==> src/ctl_consts.vh <==
`ifndef CTL_CONSTS_VH
`define CTL_CONSTS_VH

// ----------------------------------------
// clock and sample timer
// ----------------------------------------
`define CTL_CLK_HZ 20000000
`define CTL_SCK_HZ 95000
`define CTL_SCK_HALF (`CTL_CLK_HZ / `CTL_SCK_HZ / 2)
`define CTL_MS_PER_S 1000
`define CTL_MS_CYC (`CTL_CLK_HZ / `CTL_MS_PER_S)
`define CTL_PERIOD_MS 1380
`define CTL_GATE_MS 33
`define CTL_PRELOAD_MS 11
`define CTL_CONVERT_MS 22
`define CTL_DETECT_MS 60
`define CTL_HOLD_SHORT_S 177
`define CTL_HOLD_LONG_S 708
`define CTL_MIN_MS 60000

// ----------------------------------------
// ratchet counter
// ----------------------------------------
`define CTL_CNT_W 10
`define CTL_CNT_MAX 10'h3FF
`define CTL_DROP_CNT 10'h002

// ----------------------------------------
// backup timer limits, minutes, by {lower,middle,upper}
// ----------------------------------------
`define CTL_T_111 283
`define CTL_T_110 247
`define CTL_T_101 212
`define CTL_T_100 177
`define CTL_T_011 141
`define CTL_T_010 106
`define CTL_T_001 71

// ----------------------------------------
// register map
// ----------------------------------------
`define CTL_REG_CTRL 8'h00
`define CTL_REG_STATUS 8'h04
`define CTL_REG_COUNT 8'h08
`define CTL_CTRL_RESET 32'h0000_0001
`define CTL_CTRL_DET_EN 0
`define CTL_ST_FAST 0
`define CTL_ST_GATE 1
`define CTL_ST_PRELOAD 2
`define CTL_ST_CONVERT 3
`define CTL_ST_VBAD 4
`define CTL_ST_FALL 5
`define CTL_ST_TERM 6
`define CTL_ST_OTEMP 7
`define CTL_ST_COLD 8
`define CTL_ST_TEXP 9
`define CTL_ST_TMODE 10
`define CTL_ST_DETON 11
`define CTL_ST_HOLDOK 12
`define CTL_ST_BELOW 13
`define CTL_RESP_OKAY 2'b00
`define CTL_RESP_SLVERR 2'b10

`endif

==> src/ctl_core.v <==
`timescale 1ns/100ps
`default_nettype none
`include "ctl_consts.vh"

module ctl_core #(
	parameter MS_CYC = `CTL_MS_CYC,
	parameter PERIOD_MS = `CTL_PERIOD_MS,
	parameter LONG_HOLDOFF = 0,
	parameter HOLD_MS_SHORT = `CTL_HOLD_SHORT_S * `CTL_MS_PER_S,
	parameter HOLD_MS_LONG = `CTL_HOLD_LONG_S * `CTL_MS_PER_S,
	parameter MIN_MS = `CTL_MIN_MS
) (
	// clock, reset, enable
	input wire clk,
	input wire rst_b,
	input wire ce,
	// comparator flags and program inputs, asynchronous
	input wire sense_over,
	input wire sense_under,
	input wire temp_hot,
	input wire temp_cold,
	input wire program_input_upper,
	input wire program_input_middle,
	input wire program_input_lower,
	// voltage_to_pulse_converter
	output reg converter_sck,
	input wire converter_pulse,
	// open-collector drives
	output wire sample_gate_output_out,
	output wire sample_gate_output_oe,
	output wire charge_rate_out,
	output wire charge_rate_oe,
	// axi4-lite slave
	input wire [7:0] s_axi_awaddr,
	input wire s_axi_awvalid,
	output wire s_axi_awready,
	input wire [31:0] s_axi_wdata,
	input wire [3:0] s_axi_wstrb,
	input wire s_axi_wvalid,
	output wire s_axi_wready,
	output reg [1:0] s_axi_bresp,
	output reg s_axi_bvalid,
	input wire s_axi_bready,
	input wire [7:0] s_axi_araddr,
	input wire s_axi_arvalid,
	output wire s_axi_arready,
	output reg [31:0] s_axi_rdata,
	output reg [1:0] s_axi_rresp,
	output reg s_axi_rvalid,
	input wire s_axi_rready
);

	localparam HOLD_MS = LONG_HOLDOFF ? HOLD_MS_LONG : HOLD_MS_SHORT;
	localparam NSYNC = 8;
	localparam [31:0] PH_LAST = PERIOD_MS - 1;

	// ----------------------------------------
	// input synchronisers
	// ----------------------------------------
	wire [NSYNC-1:0] async_in;
	reg [NSYNC-1:0] sync_a;
	reg [NSYNC-1:0] sync_b;
	reg pulse_d;
	assign async_in = {converter_pulse, program_input_lower,
		program_input_middle, program_input_upper, temp_cold, temp_hot,
		sense_under, sense_over};

	genvar gi;
	generate
		for (gi = 0; gi < NSYNC; gi = gi + 1) begin : g_sync
			always @(posedge clk) begin
				if (!rst_b) begin
					sync_a[gi] <= 1'b0;
					sync_b[gi] <= 1'b0;
				end else if (ce) begin
					sync_a[gi] <= async_in[gi];
					sync_b[gi] <= sync_a[gi];
				end
			end
		end
	endgenerate

	wire v_over = sync_b[0];
	wire v_under = sync_b[1];
	wire t_hot = sync_b[2];
	wire t_cold = sync_b[3];
	wire [2:0] prog = {sync_b[6], sync_b[5], sync_b[4]};
	wire v_bad = v_over | v_under;
	wire timer_mode = |prog;
	wire pulse_edge = sync_b[7] & ~pulse_d;

	// ----------------------------------------
	// registers visible to software
	// ----------------------------------------
	reg [31:0] ctrl;
	wire det_allowed = ctrl[`CTL_CTRL_DET_EN];

	// ----------------------------------------
	// converter clock and ms timebase
	// ----------------------------------------
	reg [7:0] sck_cnt;
	reg [31:0] ms_cnt;
	wire ms_tick = (ms_cnt == MS_CYC - 1);

	always @(posedge clk) begin
		if (!rst_b) begin
			sck_cnt <= 8'h00;
			converter_sck <= 1'b0;
			ms_cnt <= 32'h0000_0000;
			pulse_d <= 1'b0;
		end else if (ce) begin
			pulse_d <= sync_b[7];
			if (sck_cnt == `CTL_SCK_HALF - 1) begin
				sck_cnt <= 8'h00;
				converter_sck <= ~converter_sck;
			end else begin
				sck_cnt <= sck_cnt + 8'h01;
			end
			if (ms_tick)
				ms_cnt <= 32'h0000_0000;
			else
				ms_cnt <= ms_cnt + 32'h0000_0001;
		end
	end

	// ----------------------------------------
	// sample timer phases
	// ----------------------------------------
	reg [15:0] ph_ms;
	wire gate = (ph_ms < `CTL_GATE_MS);
	wire preload = (ph_ms < `CTL_PRELOAD_MS);
	wire convert = gate & ~preload;
	wire start_tick = ms_tick & (ph_ms == PERIOD_MS - 1);
	wire eval_tick = ms_tick & (ph_ms == `CTL_GATE_MS - 1);

	always @(posedge clk) begin
		if (!rst_b)
			ph_ms <= PH_LAST[15:0];
		else if (ce && ms_tick) begin
			if (ph_ms == PERIOD_MS - 1)
				ph_ms <= 16'h0000;
			else
				ph_ms <= ph_ms + 16'h0001;
		end
	end

	// ----------------------------------------
	// mode state
	// ----------------------------------------
	reg v_bad_d;
	reg ot_latch;
	reg term;
	reg t_expired;
	reg [31:0] fast_ms;
	reg [31:0] timer_ms;
	reg [31:0] limit_ms;
	wire v_enter = v_bad_d & ~v_bad;
	wire cold_hold = ~timer_mode & t_cold;
	wire fast = ~v_bad & ~term & ~ot_latch & ~cold_hold & ~t_expired;
	wire det_on = fast & det_allowed & (fast_ms >= `CTL_DETECT_MS);
	wire hold_ok = fast & (fast_ms >= HOLD_MS);

	always @* begin
		case (prog)
		3'b111: limit_ms = `CTL_T_111 * MIN_MS;
		3'b110: limit_ms = `CTL_T_110 * MIN_MS;
		3'b101: limit_ms = `CTL_T_101 * MIN_MS;
		3'b100: limit_ms = `CTL_T_100 * MIN_MS;
		3'b011: limit_ms = `CTL_T_011 * MIN_MS;
		3'b010: limit_ms = `CTL_T_010 * MIN_MS;
		3'b001: limit_ms = `CTL_T_001 * MIN_MS;
		default: limit_ms = 32'hFFFF_FFFF;
		endcase
	end

	// ----------------------------------------
	// ratchet counter
	// ----------------------------------------
	reg [`CTL_CNT_W-1:0] peak;
	reg [`CTL_CNT_W-1:0] ratchet;
	reg [`CTL_CNT_W-1:0] sample;
	reg below;
	reg falling;
	wire [`CTL_CNT_W:0] sample_ext = {1'b0, sample};
	wire [`CTL_CNT_W:0] lim_ext = {1'b0, ratchet};
	wire is_drop = (sample_ext + {1'b0, `CTL_DROP_CNT}) <= lim_ext;

	always @(posedge clk) begin
		if (!rst_b) begin
			v_bad_d <= 1'b0;
			ot_latch <= 1'b0;
			term <= 1'b0;
			t_expired <= 1'b0;
			fast_ms <= 32'h0000_0000;
			timer_ms <= 32'h0000_0000;
			peak <= {`CTL_CNT_W{1'b0}};
			ratchet <= {`CTL_CNT_W{1'b0}};
			sample <= {`CTL_CNT_W{1'b0}};
			below <= 1'b0;
			falling <= 1'b0;
		end else if (ce) begin
			v_bad_d <= v_bad;
			// over-temperature sets and holds
			if (~timer_mode & t_hot)
				ot_latch <= 1'b1;
			else if (v_enter)
				ot_latch <= 1'b0;
			// backup timer runs while charging fast
			if (v_enter) begin
				timer_ms <= 32'h0000_0000;
				t_expired <= 1'b0;
			end else if (timer_mode & fast & ms_tick) begin
				timer_ms <= timer_ms + 32'h0000_0001;
				if (timer_ms + 32'h0000_0001 >= limit_ms)
					t_expired <= 1'b1;
			end
			// time spent in fast mode
			if (~fast)
				fast_ms <= 32'h0000_0000;
			else if (ms_tick && fast_ms != 32'hFFFF_FFFF)
				fast_ms <= fast_ms + 32'h0000_0001;
			// termination latch
			if (v_enter)
				term <= 1'b0;
			else if (falling & hold_ok)
				term <= 1'b1;
			// preload and conversion
			if (start_tick) begin
				ratchet <= peak;
				sample <= {`CTL_CNT_W{1'b0}};
			end else if (convert && pulse_edge &&
				sample != `CTL_CNT_MAX) begin
				sample <= sample + {{(`CTL_CNT_W-1){1'b0}}, 1'b1};
			end
			if (~det_on) begin
				peak <= {`CTL_CNT_W{1'b0}};
				below <= 1'b0;
				falling <= 1'b0;
			end else if (eval_tick) begin
				if (sample > ratchet) begin
					peak <= sample;
					below <= 1'b0;
					falling <= 1'b0;
				end else if (is_drop) begin
					below <= 1'b1;
					if (below)
						falling <= 1'b1;
				end else begin
					below <= 1'b0;
				end
			end
		end
	end

	// ----------------------------------------
	// open-collector outputs
	// ----------------------------------------
	assign sample_gate_output_out = 1'b0;
	assign sample_gate_output_oe = gate;
	assign charge_rate_out = 1'b0;
	assign charge_rate_oe = ~fast;

	// ----------------------------------------
	// axi4-lite slave
	// ----------------------------------------
	reg aw_got;
	reg w_got;
	reg [7:0] aw_addr;
	reg [31:0] w_data;
	reg [3:0] w_strb;
	wire [31:0] status;
	wire [7:0] wr_addr = s_axi_awvalid & ~aw_got ? s_axi_awaddr : aw_addr;
	wire [31:0] wr_data = s_axi_wvalid & ~w_got ? s_axi_wdata : w_data;
	wire [3:0] wr_strb = s_axi_wvalid & ~w_got ? s_axi_wstrb : w_strb;
	wire aw_ok = aw_got | (s_axi_awvalid & s_axi_awready);
	wire w_ok = w_got | (s_axi_wvalid & s_axi_wready);
	wire do_wr = ce & aw_ok & w_ok & ~s_axi_bvalid;
	wire do_rd = ce & s_axi_arvalid & s_axi_arready;

	assign s_axi_awready = ce & ~aw_got & ~s_axi_bvalid;
	assign s_axi_wready = ce & ~w_got & ~s_axi_bvalid;
	assign s_axi_arready = ce & ~s_axi_rvalid;

	assign status = {18'h0_0000, below, hold_ok, det_on, timer_mode,
		t_expired, cold_hold, ot_latch, term, falling, v_bad, convert,
		preload, gate, fast};

	integer bi;
	always @(posedge clk) begin
		if (!rst_b) begin
			aw_got <= 1'b0;
			w_got <= 1'b0;
			aw_addr <= 8'h00;
			w_data <= 32'h0000_0000;
			w_strb <= 4'h0;
			ctrl <= `CTL_CTRL_RESET;
			s_axi_bvalid <= 1'b0;
			s_axi_bresp <= `CTL_RESP_OKAY;
			s_axi_rvalid <= 1'b0;
			s_axi_rresp <= `CTL_RESP_OKAY;
			s_axi_rdata <= 32'h0000_0000;
		end else if (ce) begin
			if (s_axi_bvalid & s_axi_bready)
				s_axi_bvalid <= 1'b0;
			if (s_axi_rvalid & s_axi_rready)
				s_axi_rvalid <= 1'b0;
			if (do_wr) begin
				aw_got <= 1'b0;
				w_got <= 1'b0;
				s_axi_bvalid <= 1'b1;
				if (wr_addr == `CTL_REG_CTRL) begin
					s_axi_bresp <= `CTL_RESP_OKAY;
					for (bi = 0; bi < 4; bi = bi + 1)
						if (wr_strb[bi])
							ctrl[bi*8 +: 8] <= wr_data[bi*8 +: 8];
				end else if (wr_addr == `CTL_REG_STATUS ||
					wr_addr == `CTL_REG_COUNT) begin
					s_axi_bresp <= `CTL_RESP_OKAY;
				end else begin
					s_axi_bresp <= `CTL_RESP_SLVERR;
				end
			end else begin
				if (s_axi_awvalid & s_axi_awready) begin
					aw_got <= 1'b1;
					aw_addr <= s_axi_awaddr;
				end
				if (s_axi_wvalid & s_axi_wready) begin
					w_got <= 1'b1;
					w_data <= s_axi_wdata;
					w_strb <= s_axi_wstrb;
				end
			end
			if (do_rd) begin
				s_axi_rvalid <= 1'b1;
				s_axi_rresp <= `CTL_RESP_OKAY;
				case (s_axi_araddr)
				`CTL_REG_CTRL: s_axi_rdata <= ctrl;
				`CTL_REG_STATUS: s_axi_rdata <= status;
				`CTL_REG_COUNT: s_axi_rdata <= {6'h00, sample,
					6'h00, peak};
				default: begin
					s_axi_rdata <= 32'h0000_0000;
					s_axi_rresp <= `CTL_RESP_SLVERR;
				end
				endcase
			end
		end
	end

endmodule // ctl_core
`default_nettype wire

==> config.mk <==
export PLATFORM = sky130hd
export DESIGN_NAME = ctl_core
export DESIGN_NICKNAME = d
export VERILOG_FILES = /design/src/ctl_core.v
export VERILOG_INCLUDE_DIRS = /design/src
export SDC_FILE = /design/constraint.sdc
export NUM_CORES = 1
export LEC_CHECK = 0
export ABC_AREA = 1
export BUFFER_PORTS_ARGS = -buffer_cell sky130_fd_sc_hd__buf_4
export CAP_MARGIN = 20
export CORE_MARGIN = 2
export CORE_UTILIZATION = 24
export CTS_CLUSTER_DIAMETER = 200
export DETAILED_ROUTE_END_ITERATION = 8
export GPL_ROUTABILITY_DRIVEN = 0
export SLEW_MARGIN = 10
export SYNTH_ARGS = -nofsm -noshare
export SYNTH_HDL_FRONTEND = slang
export SYNTH_SLANG_ARGS = --single-unit
==> constraint.sdc <==
create_clock -name clk -period 5.4 [get_ports clk]
set_clock_uncertainty 0.1 [all_clocks]
set_input_delay 1.08 -clock clk [delete_from_list [all_inputs] [get_ports clk]]
set_output_delay 1.08 -clock clk [all_outputs]
set_load 0.03 [all_outputs]
Yosys cells after proc, flatten, opt, wreduce, memory -nomap -nowiden --
Cells that the tools add are included.
Storage, ports and cells: input port bits 68, flip-flop bits (word level) 290, logic and storage cells 218
Operators by class: eq/ne operators 22, multiplexer cells 44, reduce and logical (&&, ||, !) cells 41, order comparisons 7, add/sub/neg operators 7, bitwise logic cells 51
Operator list (count):
- 32-bit case mux with 7 select lines | 1
- 32-bit 2-to-1 mux | 6
- 32-bit by 1-bit adder with 32-bit output, second input constant | 3
- 32-bit case mux with 3 select lines | 1
- 10-bit 2-to-1 mux | 5
- 1-bit AND | 33
- 32-bit by 15-bit == test with 1-bit output, second input constant | 1
- 32-bit by 18-bit >= comparator with 1-bit output, second input constant | 1
- 32-bit >= comparator | 1
- 32-bit by 6-bit >= comparator with 1-bit output, second input constant | 1
- 32-bit != test, second input constant | 1
- 2-bit AND reduction | 14
- 1-bit 2-to-1 mux | 24
- 4-bit AND reduction | 5
- 2-bit nonzero test | 9
- 16-bit by 1-bit adder with 16-bit output, second input constant | 1
- 16-bit by 11-bit == test with 1-bit output, second input constant | 1
- 16-bit by 6-bit == test with 1-bit output, second input constant | 1
- 8-bit by 3-bit == test with 1-bit output, second input constant | 2
- 8-bit by 4-bit == test with 1-bit output, second input constant | 2
- 8-bit zero test | 2
- 16-bit by 4-bit < comparator with 1-bit output, second input constant | 1
- 16-bit by 6-bit < comparator with 1-bit output, second input constant | 1
- 16-bit 2-to-1 mux | 1
- other kinds (22) | 54

Depth between registers and ports, before layout --
depth in word-level cells 10, mapped depth 19, gate-level depth less buffers 19

Worst setup path before layout --
Ideal clock, no wire load.
kind input to output, start point in ce, end point out s_axi_awready, setup slack 2.326 ns, required time 4.220 ns, data arrival time 1.894 ns, buffers on the path 1, cell stages on the path 5, path through buf_4 -> inv_4 -> nor2_2 -> inv_1 -> nor2_1
On the way: word-level cells in the longest chain between the ends 2
RTL lines:
- start: declaration | RTL line ctl_core.v:16 | input wire ce,
- 1-bit AND (2 in a row) | RTL line ctl_core.v:280 | assign s_axi_awready = ce & ~aw_got & ~s_axi_bvalid;
- end: declaration | RTL line ctl_core.v:36 | output wire s_axi_awready,
No other way between the ends.

Worst setup path in the final report --
start point in ce, end point out s_axi_wready
On the way: word-level cells in the longest chain between the ends 2
RTL lines:
- 1-bit AND (2 in a row) | RTL line ctl_core.v:281 | assign s_axi_wready = ce & ~w_got & ~s_axi_bvalid;
- end: declaration | RTL line ctl_core.v:40 | output wire s_axi_wready,
No other way between the ends.

==> metrics.txt <==
CP Capture Type primary output; synth warn 0; Placed Area 17,300 um^2; Slew headroom 36.0%; hold endpoint w_data[24]; initial detailed-routing violation count 1,071; initial core utilization 24.3%; # Post-CTS Setup Buffers 0; Yosys top cell by area dfxtp_1; Synth top area share 36.7%; Worst Min Path Start w_data[24]; startpoint types input port; I/O Pins 114; Clock Sink Count 288; register area share after synthesis 36.7%; Tcrit/Tclk final 64.5%; full die area 67,600 um^2; Slew @ Worst Pin 0.952 ns; first-pass GRT wire length 69,100 um; post-layout min period 3.48 ns; total global-route track usage 12.4%; Hold WS 0.346 ns; CP delay by family, top buffers and inverters; CTS Buf Count 35; commonest cells in the netlist nand2_1 (456), dfxtp_1 (288), nor2_1 (269); Buffers & Inverters on Critical Path 4; HP Class flop to flop; # setup viols final 0; share of layout cells above drive strength 1 11.7%; initial antenna violation count 0; reg2reg path depth 13; post-synthesis cell type count 65; status complete, no violations; DP Worst Slack 1.83 ns; top-count cell post-synth nand2_1; CP max FO 37; Non-Filler Instances 3,186; setup_tns 0 ns; Post-DRT Antenna Nets 0; WP data required 4.22 ns; Ant. Diodes 0; H-tree levels 2; critical path type input port to primary output; Leak 6.93 nW; largest net degree at the start of global routing 93; critical path's largest stage delay 0.36 ns; hold path depth 2; root buffer cell clkbuf_16; cell area after layout 18,400 um^2; routed wl met3 2540 um; quantity of I/O buffers inserted on ports 109; worst path cell trace buf_4, inv_4, nor2_2, inv_1, nor2_1, buf_4; DPL Wire Length 31,200 um; P&R area growth vs syn 16.8%; RSZ-0062 raised after global routing false; Pwr Density 266 nW/um^2; worst reg2reg endpoint fast_ms[7]; Die Height 260 um; CTS max path bufs 3; Yosys reg bits 288; Core ar. 64,600 um^2; CTS clock-pin slew for the worst setup and hold paths 0.05 ns; Pins Over Slew Limit 0; Hold Vio Cnt, Final 0; DRC 0; Worst VDD drop 0.000184 V; CTS-repair resized insts 0; WL met1 21,100 um; Worst-Skew Late Latency 0.54 ns; DIE WIDTH 260 um; placed cells 3,126; GRT overflow 0; fmax 287 MHz; Routed WL 42,800 um; synth top area cells dfxtp_1 (37%), nand2_1 (11%), a21oi_1 (6.4%); r2r startpoint prog[0]; vias in the first global route 13,200; fin worst setup slack 1.92 ns; ys async rst share 0%; Worst R2R Setup Slack 2.25 ns; via count 14,500; Routed wire per std cell 13.4 um; average size of a mapped cell 7.02 um^2; slowest CP cell buf_4; highest routed layer met4; row count 93; Max Cap Violations 0; Post-synth EDFFs 0; most used cell, CP buf_4; Post-Syn Instances 2,240; top_reg_cell synth dfxtp_1; Cell Area, Synth 15,700 um^2; nets@finish 2,430; Hold Buf Count CTS 0; Avg Vias per Cell 4.56; met2 WL post-DR 18,500 um; CTS tree yes; router iterations before antenna repair 5; CP arrival 2.30 ns
-- worst min-delay path, delay by kind of cell, from the launching register on --
family | cells | cell delay, ns
compound gates | 1 | 0.05
buf+inv | 1 | 0.05
flops | 1 | 0.29
-- final cells by class --
class                           count  area (um^2)
Clock buffer                       50          982
Clock inverter                     10          111
Fill cell                        7117        46200
Inverter                          266         1010
Multi-Input combinational cell   1600         8550
Sequential cell                   288         5770
Tap cell                          855         1070
Timing Repair Buffer              117          878
-- per-stage QoR --
step | power, W | util, %
floorplan | 0.00251 | -
global placement | 0.00265 | 26.7
detailed placement | 0.00265 | 26.7
CTS | 0.00494 | 28.4
global route | 0.00508 | 28.4
finish | 0.00488 | 28.4
-- worst max path at each step --
stage / startpoint / end / slack (ns) / cells after the start
4_1_cts: ce / s_axi_wready / 1.91 / 6
6_report: ce / s_axi_wready / 1.92 / 6
3_3_place_gp: ce / s_axi_rdata[3] / 1.89 / 9
3_5_place_dp: ce / s_axi_rdata[5] / 1.83 / 9
2_1_floorplan: ce / s_axi_awready / 2.33 / 5
5_1_grt: ce / s_axi_wready / 1.77 / 6
-- layout by cell type, fill, tap and decap left out, drive strengths merged, types with 2 or more instances in the layout --
cell	n
a211oi	42
a21o	4
a21oi	204
a22oi	14
a31oi	4
buf	117
clkbuf	50
clkinv	10
conb	4
dfxtp	288
ha	54
inv	264
nand2	468
nand3	67
nand4	53
nor2	285
nor3	69
nor3b	7
nor4	28
o211ai	7
o21a	8
o21ai	163
o21bai	4
o22ai	29
o311ai	4
o41ai	2
or2	5
or3	2
xnor2	25
xor2	37
-- report_power, final --
part	internal, W	switching, W	leakage, nW	total, W
clock	0.00133	0.000956	0.537	0.00228
combinational	0.000127	0.000279	4.06	0.000406
sequential	0.00217	0.0000216	2.33	0.00219
-- kinds of logic after synthesis --
| logic type | Yosys count | synth area share [%] |
|---|---|---|
| other | 1 | 0.0238 |
| AND/OR/NAND/NOR | 989 | 28.2 |
| adder cells (fa/ha/maj) | 54 | 4.30 |
| AO/OA/AOI/OAI | 491 | 18.3 |
| XOR/XNOR | 62 | 3.45 |
| buffers and inverters | 355 | 9.10 |
| flip-flops | 288 | 36.7 |
-- flip-flops by register name, summed over array words and instances, names as in the netlist, 8 cells and up --
name         cells
s_axi_rdata     32
sck_cnt          8
peak            10
aw_addr          8
ctrl            32
sample          10
ratchet         10
ms_cnt          32
w_data          32
ph_ms           16
sync_a           8
timer_ms        32
fast_ms         32
-- layer usage --
layer  vias up  global-route usage [%]
li1       7562                       -
met1      6587                    17.6
met2       333                    19.3
met3        59                    2.42
met4         0                    2.67
met5         -                       0
No activity file was read; power rests on OpenSTA's default activity.
